File: src/logic/scm_map.svh
`ifndef SCM_MAP_SVH
`define SCM_MAP_SVH

// Register byte offsets
`define SCM_SYS_CTRL1_OFS 8'h00
`define SCM_SYS_CTRL2_OFS 8'h04
`define SCM_TICK_CTRL_OFS 8'h08
`define SCM_STATUS_OFS 8'h0c
`define SCM_DIVIDER_OFS 8'h10
`define SCM_IRQ_CTRL_OFS 8'h14

// sys_ctrl1 fields
`define SCM_DEEP_STOP_BIT 7
`define SCM_RET_SLOW_BIT 5

// sys_ctrl2 fields
`define SCM_HF_EN_BIT 7
`define SCM_LF_EN_BIT 6
`define SCM_MCLK_SEL_BIT 5
`define SCM_IDLE_BIT 4
`define SCM_TG_HALT_BIT 2
`define SCM_SYS_CTRL2_RST 8'h80

// tick_ctrl fields
`define SCM_DV7_BIT 7
`define SCM_TICK_EN_BIT 3
`define SCM_TICK_SEL_LSB 0

// irq_ctrl fields
`define SCM_GIE_BIT 0
`define SCM_TIE_BIT 1
`define SCM_TIRQ_BIT 2

// Divider bits watched by tick_source_select 0..7
`define SCM_TICK_TAP0 5'd20
`define SCM_TICK_TAP1 5'd18
`define SCM_TICK_TAP2 5'd14
`define SCM_TICK_TAP3 5'd12
`define SCM_TICK_TAP4 5'd11
`define SCM_TICK_TAP5 5'd10
`define SCM_TICK_TAP6 5'd9
`define SCM_TICK_TAP7 5'd7

// Timing
`define SCM_CORE_CLK_NS 25
`define SCM_PRESC_STAGES 2
`define SCM_DIV_STAGES 21
`define SCM_LOW_STAGES 6
`define SCM_STATES_PER_CYCLE 4
`define SCM_MAX_INSTR_CYCLES 4'ha
`define SCM_WARM_BIT_DEFAULT 15

`define SCM_RESP_OKAY 2'b00
`define SCM_RESP_SLVERR 2'b10

`endif

File: src/logic/scm_pkg.sv
`default_nettype none
package scm_pkg;

    typedef enum logic [3:0] {
        FAST_RUN_SINGLE = 4'b0000,
        FAST_HALT_SINGLE = 4'b0001,
        TICK_ONLY_HALT_FAST = 4'b0010,
        FAST_RUN_DUAL = 4'b0011,
        FAST_HALT_DUAL = 4'b0100,
        SLOW_RUN_HF_ON = 4'b0101,
        SLOW_RUN_HF_OFF = 4'b0110,
        SLOW_HALT_HF_ON = 4'b0111,
        SLOW_HALT_HF_OFF = 4'b1000,
        DEEP_STOP = 4'b1001,
        WARM_UP = 4'b1010
    } scm_mode_e;

    typedef struct packed {
        logic awvalid;
        logic [7:0] awaddr;
        logic wvalid;
        logic [31:0] wdata;
        logic [3:0] wstrb;
        logic bready;
        logic arvalid;
        logic [7:0] araddr;
        logic rready;
    } scm_axi_req_s;

    typedef struct packed {
        logic awready;
        logic wready;
        logic bvalid;
        logic [1:0] bresp;
        logic arready;
        logic rvalid;
        logic [31:0] rdata;
        logic [1:0] rresp;
    } scm_axi_rsp_s;

    typedef struct packed {
        logic cpu_clk_en;
        logic wdt_clk_en;
        logic periph_clk_en;
        logic tick_clk_en;
        logic hf_osc_run;
        logic lf_osc_run;
        logic lf_pins_free;
        logic main_tick;
        logic [1:0] machine_state;
        logic cycle_start;
        logic instr_done;
        logic irq_take;
        logic resume_next;
    } scm_clk_out_s;

endpackage : scm_pkg
`default_nettype wire
File: src/logic/scm_clock_ctrl.sv
`timescale 1ns/1ps
`default_nettype none
`include "scm_map.svh"

module scm_clock_ctrl #(
    parameter int WARM_BIT = `SCM_WARM_BIT_DEFAULT
) (
    input wire logic core_clk,
    input wire logic reset_n,
    input wire scm_pkg::scm_axi_req_s axi_req,
    output scm_pkg::scm_axi_rsp_s axi_rsp,
    input wire logic hf_clock,
    input wire logic lf_clock,
    input wire logic stop_release_pin,
    input wire logic irq_req,
    input wire logic [3:0] instr_len,
    output scm_pkg::scm_clk_out_s clk_out,
    output logic tick_irq_request,
    output logic divider_out_pin
);

    // Warm-up tap must sit above the stopped low stages and inside the divider
    if (WARM_BIT < `SCM_LOW_STAGES || WARM_BIT >= `SCM_DIV_STAGES) begin : g_bad_warm
        $error("WARM_BIT out of divider range");
    end

    typedef struct packed {
        scm_pkg::scm_mode_e mode;
        logic [2:0][2:0] sync;
        logic [2:0] lvl;
        logic [1:0] presc;
        logic [20:0] div;
        logic tap_prev;
        logic [1:0] mstate;
        logic [3:0] icnt;
        logic warm_fast;
        logic ret_slow;
        logic hf_en;
        logic lf_en;
        logic mclk_sel;
        logic idle_req;
        logic tg_halt;
        logic dv7;
        logic tick_en;
        logic [2:0] tick_sel;
        logic gie;
        logic tie;
        logic tirq;
        logic main_tick;
        logic cycle_start;
        logic instr_done;
        logic irq_take;
        logic resume_next;
        logic div_out;
        logic aw_got;
        logic [7:0] aw_addr;
        logic w_got;
        logic [31:0] w_data;
        logic [3:0] w_strb;
        logic bvalid;
        logic [1:0] bresp;
        logic rvalid;
        logic [31:0] rdata;
        logic [1:0] rresp;
    } scm_state_s;

    scm_state_s s_q, s_d;

    function automatic logic tick_tap(input logic [2:0] sel, input logic [20:0] div);
        logic [4:0] idx;
        idx = `SCM_TICK_TAP0;
        case (sel)
            3'h0: idx = `SCM_TICK_TAP0;
            3'h1: idx = `SCM_TICK_TAP1;
            3'h2: idx = `SCM_TICK_TAP2;
            3'h3: idx = `SCM_TICK_TAP3;
            3'h4: idx = `SCM_TICK_TAP4;
            3'h5: idx = `SCM_TICK_TAP5;
            3'h6: idx = `SCM_TICK_TAP6;
            default: idx = `SCM_TICK_TAP7;
        endcase
        return div[idx];
    endfunction : tick_tap

    function automatic logic is_slow(input scm_pkg::scm_mode_e m);
        return m == scm_pkg::SLOW_RUN_HF_ON || m == scm_pkg::SLOW_RUN_HF_OFF ||
               m == scm_pkg::SLOW_HALT_HF_ON || m == scm_pkg::SLOW_HALT_HF_OFF;
    endfunction : is_slow

    function automatic logic valid_ofs(input logic [7:0] a);
        return a == `SCM_SYS_CTRL1_OFS || a == `SCM_SYS_CTRL2_OFS || a == `SCM_TICK_CTRL_OFS ||
               a == `SCM_STATUS_OFS || a == `SCM_DIVIDER_OFS || a == `SCM_IRQ_CTRL_OFS;
    endfunction : valid_ofs

    logic [2:0] rise;
    logic hf_tick, lf_tick, low_run, presc_carry, st6_carry, st7_in, tap_now;
    logic cpu_run, wake, wr_fire, wb;
    logic [31:0] rd_val;
    logic [3:0] len_c;

    always_comb begin
        s_d = s_q;
        s_d.main_tick = 1'b0;
        s_d.cycle_start = 1'b0;
        s_d.instr_done = 1'b0;
        s_d.irq_take = 1'b0;
        s_d.resume_next = 1'b0;

        // Oscillator and stop pins: change accepted once stages two and three agree
        for (int i = 0; i < 3; i++) begin
            s_d.sync[i] = {s_q.sync[i][1:0], 1'b0};
            if (s_q.sync[i][1] == s_q.sync[i][2]) begin
                s_d.lvl[i] = s_q.sync[i][2];
            end
            rise[i] = s_d.lvl[i] & ~s_q.lvl[i];
        end
        s_d.sync[0][0] = hf_clock;
        s_d.sync[1][0] = lf_clock;
        s_d.sync[2][0] = stop_release_pin;
        hf_tick = rise[0];
        lf_tick = rise[1];

        // Prescaler and lower six stages; frozen while hf is stopped and also in slow halt with hf on
        low_run = !(s_q.mode == scm_pkg::SLOW_RUN_HF_OFF || s_q.mode == scm_pkg::SLOW_HALT_HF_ON ||
                    s_q.mode == scm_pkg::SLOW_HALT_HF_OFF || s_q.mode == scm_pkg::DEEP_STOP ||
                    (s_q.mode == scm_pkg::WARM_UP && !s_q.warm_fast));
        presc_carry = low_run && hf_tick && (&s_q.presc);
        st6_carry = presc_carry && (&s_q.div[5:0]);
        if (low_run && hf_tick) begin
            s_d.presc = s_q.presc + 2'h1;
            if (presc_carry) begin
                s_d.div[5:0] = s_q.div[5:0] + 6'h01;
            end
        end
        if (is_slow(s_q.mode) || (s_q.mode == scm_pkg::WARM_UP && !s_q.warm_fast)) begin
            st7_in = lf_tick;
        end else if (s_q.mode == scm_pkg::WARM_UP) begin
            st7_in = st6_carry;
        end else if (s_q.dv7) begin
            st7_in = lf_tick;
        end else begin
            st7_in = st6_carry;
        end
        if (st7_in && s_q.mode != scm_pkg::DEEP_STOP) begin
            s_d.div[20:6] = s_q.div[20:6] + 15'h0001;
        end
        s_d.div_out = s_q.div[`SCM_TICK_TAP7];

        // Main clock: hf in fast run and halt modes, lf in slow modes; none in tick-only halt, deep stop or warm-up
        cpu_run = s_q.mode == scm_pkg::FAST_RUN_SINGLE || s_q.mode == scm_pkg::FAST_RUN_DUAL ||
                  s_q.mode == scm_pkg::SLOW_RUN_HF_ON || s_q.mode == scm_pkg::SLOW_RUN_HF_OFF;
        if (s_q.mode == scm_pkg::DEEP_STOP || s_q.mode == scm_pkg::WARM_UP ||
            s_q.mode == scm_pkg::TICK_ONLY_HALT_FAST) begin
            s_d.main_tick = 1'b0;
        end else if (is_slow(s_q.mode)) begin
            s_d.main_tick = lf_tick;
        end else begin
            s_d.main_tick = hf_tick;
        end
        if (s_d.main_tick) begin
            s_d.mstate = s_q.mstate + 2'h1;
            s_d.cycle_start = s_q.mstate == 2'h3;
        end
        len_c = (instr_len == 4'h0) ? 4'h1 :
                (instr_len > `SCM_MAX_INSTR_CYCLES) ? `SCM_MAX_INSTR_CYCLES : instr_len;
        if (s_d.main_tick && s_q.mstate == 2'h3 && cpu_run) begin
            if (s_q.icnt + 4'h1 >= len_c) begin
                s_d.icnt = 4'h0;
                s_d.instr_done = 1'b1;
            end else begin
                s_d.icnt = s_q.icnt + 4'h1;
            end
        end

        // Register bus
        if (axi_req.awvalid && !s_q.aw_got && !s_q.bvalid) begin
            s_d.aw_got = 1'b1;
            s_d.aw_addr = axi_req.awaddr;
        end
        if (axi_req.wvalid && !s_q.w_got && !s_q.bvalid) begin
            s_d.w_got = 1'b1;
            s_d.w_data = axi_req.wdata;
            s_d.w_strb = axi_req.wstrb;
        end
        wr_fire = s_q.aw_got && s_q.w_got && !s_q.bvalid;
        wb = s_q.w_strb[0];
        if (wr_fire) begin
            s_d.aw_got = 1'b0;
            s_d.w_got = 1'b0;
            s_d.bvalid = 1'b1;
            s_d.bresp = valid_ofs(s_q.aw_addr) ? `SCM_RESP_OKAY : `SCM_RESP_SLVERR;
            if (wb && s_q.aw_addr == `SCM_SYS_CTRL1_OFS) begin
                s_d.ret_slow = s_q.w_data[`SCM_RET_SLOW_BIT];
            end
            if (wb && s_q.aw_addr == `SCM_SYS_CTRL2_OFS) begin
                s_d.hf_en = s_q.w_data[`SCM_HF_EN_BIT];
                s_d.lf_en = s_q.w_data[`SCM_LF_EN_BIT];
                s_d.mclk_sel = s_q.w_data[`SCM_MCLK_SEL_BIT];
                s_d.idle_req = s_q.w_data[`SCM_IDLE_BIT];
                s_d.tg_halt = s_q.w_data[`SCM_TG_HALT_BIT];
            end
            if (wb && s_q.aw_addr == `SCM_TICK_CTRL_OFS) begin
                s_d.dv7 = s_q.w_data[`SCM_DV7_BIT];
                s_d.tick_en = s_q.w_data[`SCM_TICK_EN_BIT];
                s_d.tick_sel = s_q.w_data[`SCM_TICK_SEL_LSB +: 3];
            end
            if (wb && s_q.aw_addr == `SCM_IRQ_CTRL_OFS) begin
                s_d.gie = s_q.w_data[`SCM_GIE_BIT];
                s_d.tie = s_q.w_data[`SCM_TIE_BIT];
                if (s_q.w_data[`SCM_TIRQ_BIT]) begin
                    s_d.tirq = 1'b0;
                end
            end
        end
        if (s_q.bvalid && axi_req.bready) begin
            s_d.bvalid = 1'b0;
        end
        rd_val = 32'h0;
        if (axi_req.araddr == `SCM_SYS_CTRL1_OFS) begin
            rd_val[`SCM_RET_SLOW_BIT] = s_q.ret_slow;
        end else if (axi_req.araddr == `SCM_SYS_CTRL2_OFS) begin
            rd_val[`SCM_HF_EN_BIT] = s_q.hf_en;
            rd_val[`SCM_LF_EN_BIT] = s_q.lf_en;
            rd_val[`SCM_MCLK_SEL_BIT] = s_q.mclk_sel;
            rd_val[`SCM_IDLE_BIT] = s_q.idle_req;
            rd_val[`SCM_TG_HALT_BIT] = s_q.tg_halt;
        end else if (axi_req.araddr == `SCM_TICK_CTRL_OFS) begin
            rd_val[`SCM_DV7_BIT] = s_q.dv7;
            rd_val[`SCM_TICK_EN_BIT] = s_q.tick_en;
            rd_val[`SCM_TICK_SEL_LSB +: 3] = s_q.tick_sel;
        end else if (axi_req.araddr == `SCM_STATUS_OFS) begin
            rd_val[7:0] = {2'h0, s_q.mstate, s_q.mode};
        end else if (axi_req.araddr == `SCM_DIVIDER_OFS) begin
            rd_val[20:0] = s_q.div;
        end else if (axi_req.araddr == `SCM_IRQ_CTRL_OFS) begin
            rd_val[`SCM_GIE_BIT] = s_q.gie;
            rd_val[`SCM_TIE_BIT] = s_q.tie;
            rd_val[`SCM_TIRQ_BIT] = s_q.tirq;
        end
        if (axi_req.arvalid && !s_q.rvalid) begin
            s_d.rvalid = 1'b1;
            s_d.rdata = rd_val;
            s_d.rresp = valid_ofs(axi_req.araddr) ? `SCM_RESP_OKAY : `SCM_RESP_SLVERR;
        end else if (s_q.rvalid && axi_req.rready) begin
            s_d.rvalid = 1'b0;
        end

        // Mode sequencing
        wake = irq_req;
        tap_now = tick_tap(s_q.tick_sel, s_q.div);
        s_d.tap_prev = tap_now;
        case (s_q.mode)
            scm_pkg::FAST_RUN_SINGLE, scm_pkg::FAST_RUN_DUAL,
            scm_pkg::SLOW_RUN_HF_ON, scm_pkg::SLOW_RUN_HF_OFF: begin
                if (wr_fire && wb && s_q.aw_addr == `SCM_SYS_CTRL1_OFS &&
                    s_q.w_data[`SCM_DEEP_STOP_BIT]) begin
                    s_d.mode = scm_pkg::DEEP_STOP;
                    s_d.warm_fast = !is_slow(s_q.mode);
                    s_d.presc = 2'h0;
                    s_d.div = 21'h0;
                end else if (s_q.idle_req) begin
                    s_d.idle_req = 1'b0;
                    case (s_q.mode)
                        scm_pkg::FAST_RUN_SINGLE: s_d.mode = scm_pkg::FAST_HALT_SINGLE;
                        scm_pkg::FAST_RUN_DUAL: s_d.mode = scm_pkg::FAST_HALT_DUAL;
                        scm_pkg::SLOW_RUN_HF_ON: s_d.mode = scm_pkg::SLOW_HALT_HF_ON;
                        default: s_d.mode = scm_pkg::SLOW_HALT_HF_OFF;
                    endcase
                end else if (s_q.tg_halt && !is_slow(s_q.mode)) begin
                    s_d.mode = scm_pkg::TICK_ONLY_HALT_FAST;
                end else if (s_q.mode == scm_pkg::FAST_RUN_SINGLE) begin
                    if (s_q.lf_en) begin
                        s_d.mode = scm_pkg::FAST_RUN_DUAL;
                    end
                end else if (s_q.mode == scm_pkg::FAST_RUN_DUAL) begin
                    if (!s_q.lf_en) begin
                        s_d.mode = scm_pkg::FAST_RUN_SINGLE;
                    end else if (s_q.mclk_sel) begin
                        s_d.mode = scm_pkg::SLOW_RUN_HF_ON;
                    end
                end else if (s_q.mode == scm_pkg::SLOW_RUN_HF_ON) begin
                    if (!s_q.mclk_sel) begin
                        s_d.mode = scm_pkg::FAST_RUN_DUAL;
                    end else if (!s_q.hf_en) begin
                        s_d.mode = scm_pkg::SLOW_RUN_HF_OFF;
                    end
                end else begin
                    if (s_q.hf_en) begin
                        s_d.mode = scm_pkg::SLOW_RUN_HF_ON;
                    end
                end
            end
            scm_pkg::FAST_HALT_SINGLE, scm_pkg::FAST_HALT_DUAL,
            scm_pkg::SLOW_HALT_HF_ON, scm_pkg::SLOW_HALT_HF_OFF: begin
                if (wake) begin
                    case (s_q.mode)
                        scm_pkg::FAST_HALT_SINGLE: s_d.mode = scm_pkg::FAST_RUN_SINGLE;
                        scm_pkg::FAST_HALT_DUAL: s_d.mode = scm_pkg::FAST_RUN_DUAL;
                        scm_pkg::SLOW_HALT_HF_ON: s_d.mode = scm_pkg::SLOW_RUN_HF_ON;
                        default: s_d.mode = scm_pkg::SLOW_RUN_HF_OFF;
                    endcase
                    s_d.irq_take = s_q.gie;
                    s_d.resume_next = !s_q.gie;
                end
            end
            scm_pkg::TICK_ONLY_HALT_FAST: begin
                if (s_q.tap_prev && !tap_now) begin
                    s_d.mode = s_q.lf_en ? scm_pkg::FAST_RUN_DUAL : scm_pkg::FAST_RUN_SINGLE;
                    s_d.tg_halt = 1'b0;
                    if (s_q.tick_en) begin
                        s_d.tirq = 1'b1;
                    end
                end
            end
            scm_pkg::DEEP_STOP: begin
                if (rise[2]) begin
                    s_d.mode = scm_pkg::WARM_UP;
                    s_d.presc = 2'h0;
                    s_d.div = 21'h0;
                end
            end
            scm_pkg::WARM_UP: begin
                if (s_q.div[WARM_BIT]) begin
                    s_d.resume_next = 1'b1;
                    if (!s_q.warm_fast) begin
                        s_d.mode = scm_pkg::SLOW_RUN_HF_OFF;
                        s_d.hf_en = 1'b0;
                    end else if (s_q.ret_slow && s_q.lf_en) begin
                        s_d.mode = scm_pkg::SLOW_RUN_HF_OFF;
                        s_d.hf_en = 1'b0;
                        s_d.mclk_sel = 1'b1;
                    end else begin
                        s_d.mode = s_q.lf_en ? scm_pkg::FAST_RUN_DUAL : scm_pkg::FAST_RUN_SINGLE;
                    end
                end
            end
            default: s_d.mode = scm_pkg::FAST_RUN_SINGLE;
        endcase

        // Service the tick request when both enables allow; latch stays set
        if (s_q.tirq && s_q.gie && s_q.tie && cpu_run && s_q.mode == s_d.mode &&
            !s_q.irq_take) begin
            s_d.irq_take = 1'b1;
        end
    end

    always_ff @(posedge core_clk) begin
        if (!reset_n) begin
            s_q <= '0;
            s_q.mode <= scm_pkg::FAST_RUN_SINGLE;
            s_q.hf_en <= 1'b1;
            s_q.presc <= 2'h0;
            s_q.div <= 21'h0;
        end else begin
            s_q <= s_d;
        end
    end

    // Gating decodes straight from the registered mode, with warm_fast and lf_en also steering the oscillator outputs
    always_comb begin
        clk_out.cpu_clk_en = cpu_run;
        clk_out.wdt_clk_en = cpu_run;
        clk_out.periph_clk_en = cpu_run || s_q.mode == scm_pkg::FAST_HALT_SINGLE ||
                                s_q.mode == scm_pkg::FAST_HALT_DUAL ||
                                s_q.mode == scm_pkg::SLOW_HALT_HF_ON ||
                                s_q.mode == scm_pkg::SLOW_HALT_HF_OFF;
        clk_out.tick_clk_en = s_q.mode != scm_pkg::DEEP_STOP && s_q.mode != scm_pkg::WARM_UP;
        clk_out.hf_osc_run = !(s_q.mode == scm_pkg::SLOW_RUN_HF_OFF ||
                               s_q.mode == scm_pkg::SLOW_HALT_HF_OFF ||
                               s_q.mode == scm_pkg::DEEP_STOP ||
                               (s_q.mode == scm_pkg::WARM_UP && !s_q.warm_fast));
        clk_out.lf_osc_run = s_q.lf_en && s_q.mode != scm_pkg::DEEP_STOP;
        clk_out.lf_pins_free = !s_q.lf_en;
        clk_out.main_tick = s_q.main_tick;
        clk_out.machine_state = s_q.mstate;
        clk_out.cycle_start = s_q.cycle_start;
        clk_out.instr_done = s_q.instr_done;
        clk_out.irq_take = s_q.irq_take;
        clk_out.resume_next = s_q.resume_next;
        axi_rsp.awready = !s_q.aw_got && !s_q.bvalid;
        axi_rsp.wready = !s_q.w_got && !s_q.bvalid;
        axi_rsp.bvalid = s_q.bvalid;
        axi_rsp.bresp = s_q.bresp;
        axi_rsp.arready = !s_q.rvalid;
        axi_rsp.rvalid = s_q.rvalid;
        axi_rsp.rdata = s_q.rdata;
        axi_rsp.rresp = s_q.rresp;
    end

    assign tick_irq_request = s_q.tirq;
    // Divider output pin is driven low-active from a divider tap
    assign divider_out_pin = ~s_q.div_out;

endmodule : scm_clock_ctrl
`default_nettype wire

File: config.mk
export PLATFORM = sky130hd
export DESIGN_NAME = scm_clock_ctrl
export DESIGN_NICKNAME = d
export VERILOG_FILES = /design/src/logic/scm_pkg.sv /design/src/logic/scm_clock_ctrl.sv
export VERILOG_INCLUDE_DIRS = /design/src /design/src/logic
export SDC_FILE = /design/constraint.sdc
export NUM_CORES = 1
export LEC_CHECK = 0
export BUFFER_PORTS_ARGS = -buffer_cell sky130_fd_sc_hd__buf_2
export CORE_ASPECT_RATIO = 1.5
export CORE_UTILIZATION = 40
export CTS_CLUSTER_DIAMETER = 100
export DETAILED_ROUTE_END_ITERATION = 8
export GPL_TIMING_DRIVEN = 0
export HOLD_SLACK_MARGIN = 0.12
export PLACE_DENSITY = 0.63
export RECOVER_POWER = 25
export SYNTH_ARGS = -nofsm -noshare
export SYNTH_HDL_FRONTEND = slang
export SYNTH_SLANG_ARGS = --single-unit
File: constraint.sdc
create_clock -name core_clk -period 4.9 [get_ports core_clk]
set_input_delay 0.49 -clock core_clk [delete_from_list [all_inputs] [get_ports core_clk]]
set_output_delay 0.49 -clock core_clk [all_outputs]
set_load 0.1 [all_outputs]
==> key figures <==
Status
  • Run status: completed

Floorplanning
  • Core Footprint: 0.0140 mm2
  • Die Wd: 99.5 um
  • Initial Util: 0.407
  • # IOs: 124
  • Die footprint: 0.0147 mm2
  • Die H: 148 um
  • FP Rows: 53

Timing
  • Max Freq: 356 MHz
  • Worst slew pin tran: 0.702 ns
  • Setup TNS: 0 ns
  • Crit share post-route: 0.573
  • RSZ-0062 raised after global routing: no
  • Final hold vios: 0
  • Setup-failing EPs final: 0
  • Slew margin rel.: 0.532
  • Min Tclk post-route: 2.81 ns
  • Final Max Slew Viols: 0
  • Layout Skew: 0.0110 ns

Worst setup path
  • CP startpoint kind: flip-flop
  • FF-to-FF End: s_q[132]
  • R2R Setup Slk: 2.09 ns
  • WS Path Type: flip-flop to flip-flop
  • WP data required: 5.18 ns
  • CP arrival: 3.09 ns
  • Critical Path End Type: flip-flop
  • Reg2reg start: s_q[150]
  • Worst R2R Path Depth: 8
  • Worst Path Max Fanout: 10

Power and ir drop
  • Cell area power density: 352 mW/mm2
  • IR Drop Worst-Case VDD: 0.159 mV
  • Tot Pwr: 2350 uW
  • Leak: 0.00282 uW

Run
  • Max_cap viols: 0

Placement
  • Port Buffers: 80
  • HPWL after detailed placement: 12300 um
  • Placed Cells: 969
  • RePlAce Congestion: 0.893

Logic synthesis
  • Fraction of registers with async set/reset: 0
  • Count of cell types in the netlist: 72
  • Seq cells post-synth: 111
  • Cell count after synthesis: 685
  • Mapped cell area: 0.00570 mm2
  • Sequential-to-total area share from yosys stat: 0.390
  • Synth warn: 0
  • Most used DFF post-synth: dfxtp_1
  • Post-synthesis average cell area: 8.32 um2
  • Number of synthesized flops with an enable pin: 0

Cells and area
  • Layout Nets: 864
  • Layout Cells excl Fill: 985
  • Ant. Diodes: 0
  • Most common cell after layout, fill and taps aside: dfxtp_1
  • Area growth, synth to finish: 17.4%
  • Commonest non-fill, non-tap cells in the layout: dfxtp_1 (111), buf_2 (88), nor2_1 (86)
  • Layout cells sized above 1: 0.212

Detailed routing
  • WL/cell: 15.9 um
  • Drt total wl: 15700 um
  • ANT nets after route: 0
  • Total vias in the final route: 5122
  • Detailed Route Iter0 Violations: 279
  • Via density per instance: 5.20
  • DRC: 0
  • DR pass1 iterations: 5

Global routing
  • Vias in the first global route: 4887
  • Antenna violations before repair: 0
  • Tot GR Track Use: 0.214
  • First-pass GRT wire length: 24500 um
  • Pin count of the biggest net entering global routing: 20
  • Total gr overflow: 0

Clocking
  • CTS resizes: 0
  • H-tree depth: 3
  • Clk slew on worst S/H paths: 0.08 ns
  • Clock latency on the worst-skew pair: 0.36 ns
  • CTS tree: yes
  • Hold_buf cts: 0
  • Maximum buffer depth of the clock tree: 2
  • Clk sink count: 111
  • Setup bufs post-CTS: 0
  • CTS Root Cell: clkbuf_16
  • TritonCTS Buffers: 9

Worst hold path
  • Min-delay src: axi_req[0]
  • Hold endpoint: axi_rsp[34]
  • Hold Path Depth: 2
  • Hold Path Class: input pin to flip-flop
==> flip-flops by register name (all words and copies together) (netlist names) <==
register / cells
s_d: 7
axi_rsp: 25
tick_irq_request: 1
s_q: 71
clk_out: 7
==> layer usage <==
| layer | vias to the layer above | routed length (um) | part of all wire | GRT usage |
|---|---|---|---|---|
| li1 | 2534 | - | - | - |
| met1 | 2421 | 6190 | 0.39 | 0.232 |
| met2 | 131 | 8450 | 0.54 | 0.406 |
| met3 | 36 | 535 | 0.034 | 0.0301 |
| met4 | 0 | 532 | 0.034 | 0.0941 |
| met5 | - | 0 | 0 | 0 |
==> cells by family (layout without fill, tap and decap cells) <==
kind of cell / after synthesis / after routing / synth area share
and+or+nand+nor: 269 / 269 / 0.234
AOI/OAI and AO/OA: 147 / 147 / 0.166
DFF: 111 / 111 / 0.390
buffers and inverters: 96 / 192 / 0.0966
muxes: 31 / 31 / 0.0593
xor gates and xnor gates: 20 / 20 / 0.0321
adders and majority gates: 10 / 10 / 0.0215
other: 1 / 13 / 0.000658
==> critical path: stages (launching register included) <==
cell	delay [ns]
dfxtp_1	0.46
clkbuf_1	0.48
and4bb_1	0.33
nand2_1	0.06
o21ai_1	0.11
mux2i_1	0.36
nand4_1	0.36
or3_1	0.44
a21oi_1	0.14
==> stage by stage <==
stage / instance area [um2] / setup slack, ns / hold WS [ns] / utilization
after floorplan: 5740 / 1.99 / 0.412 / -
after global placement: 6380 / 2.19 / 0.415 / 0.456
after detailed placement: 6380 / 2.19 / 0.420 / 0.456
after CTS: 6690 / 2.16 / 0.303 / 0.478
after global routing: 6690 / 1.94 / 0.331 / 0.478
final: 6690 / 2.09 / 0.312 / 0.478
==> synthesized netlist by cell type (5+ instances only) <==
cell type  instances  share of area
a21oi_1           51          0.045
a22oi_1           27          0.036
and2_1            16          0.018
and3_1             5         0.0055
buf_2              8         0.0070
buf_4             48          0.063
clkbuf_1          23          0.015
dfxtp_1          111           0.39
ha_1               9          0.020
inv_1             12         0.0079
mux2i_1           27          0.047
nand2_1           74          0.049
nand2b_1           6         0.0066
nand3_1           16          0.014
nand4_1           11          0.012
nor2_1            86          0.057
nor2b_1           13          0.014
nor3_1             7         0.0061
o21ai_0           26          0.023
or3_1              7         0.0077
xnor2_1            5         0.0077
xor2_1            14          0.022
==> power by group <==
part	switching, uW	internal (uW)
Combinational	478	183
Sequential	15.1	927
Clock	346	405
Total	839	1520
==> final cells by class <==
cell class                 count  area (um2)
buffer                        81         494
clock buffer                  10         229
clock inverter                 6        78.8
fill                        1426        7300
inverter                      15        56.3
multi-input combinational    490        2970
sequential                   111        2220
tap                          192         240
timing repair buffer          80         400
==> how the worst max path moves through the flow <==
stage,startpoint,end,slack [ns],depth (start not counted)
6_report,s_q[150],s_q[132],2.09,8
5_1_grt,s_q[150],s_q[130],1.94,8
4_1_cts,s_q[150],s_q[132],2.16,8
3_5_place_dp,s_q[150],s_q[132],2.19,8
3_3_place_gp,s_q[147],clk_out[1],2.19,10
2_1_floorplan,s_q[149],clk_out[11],1.99,5
Power figures use the tool's default switching activity.
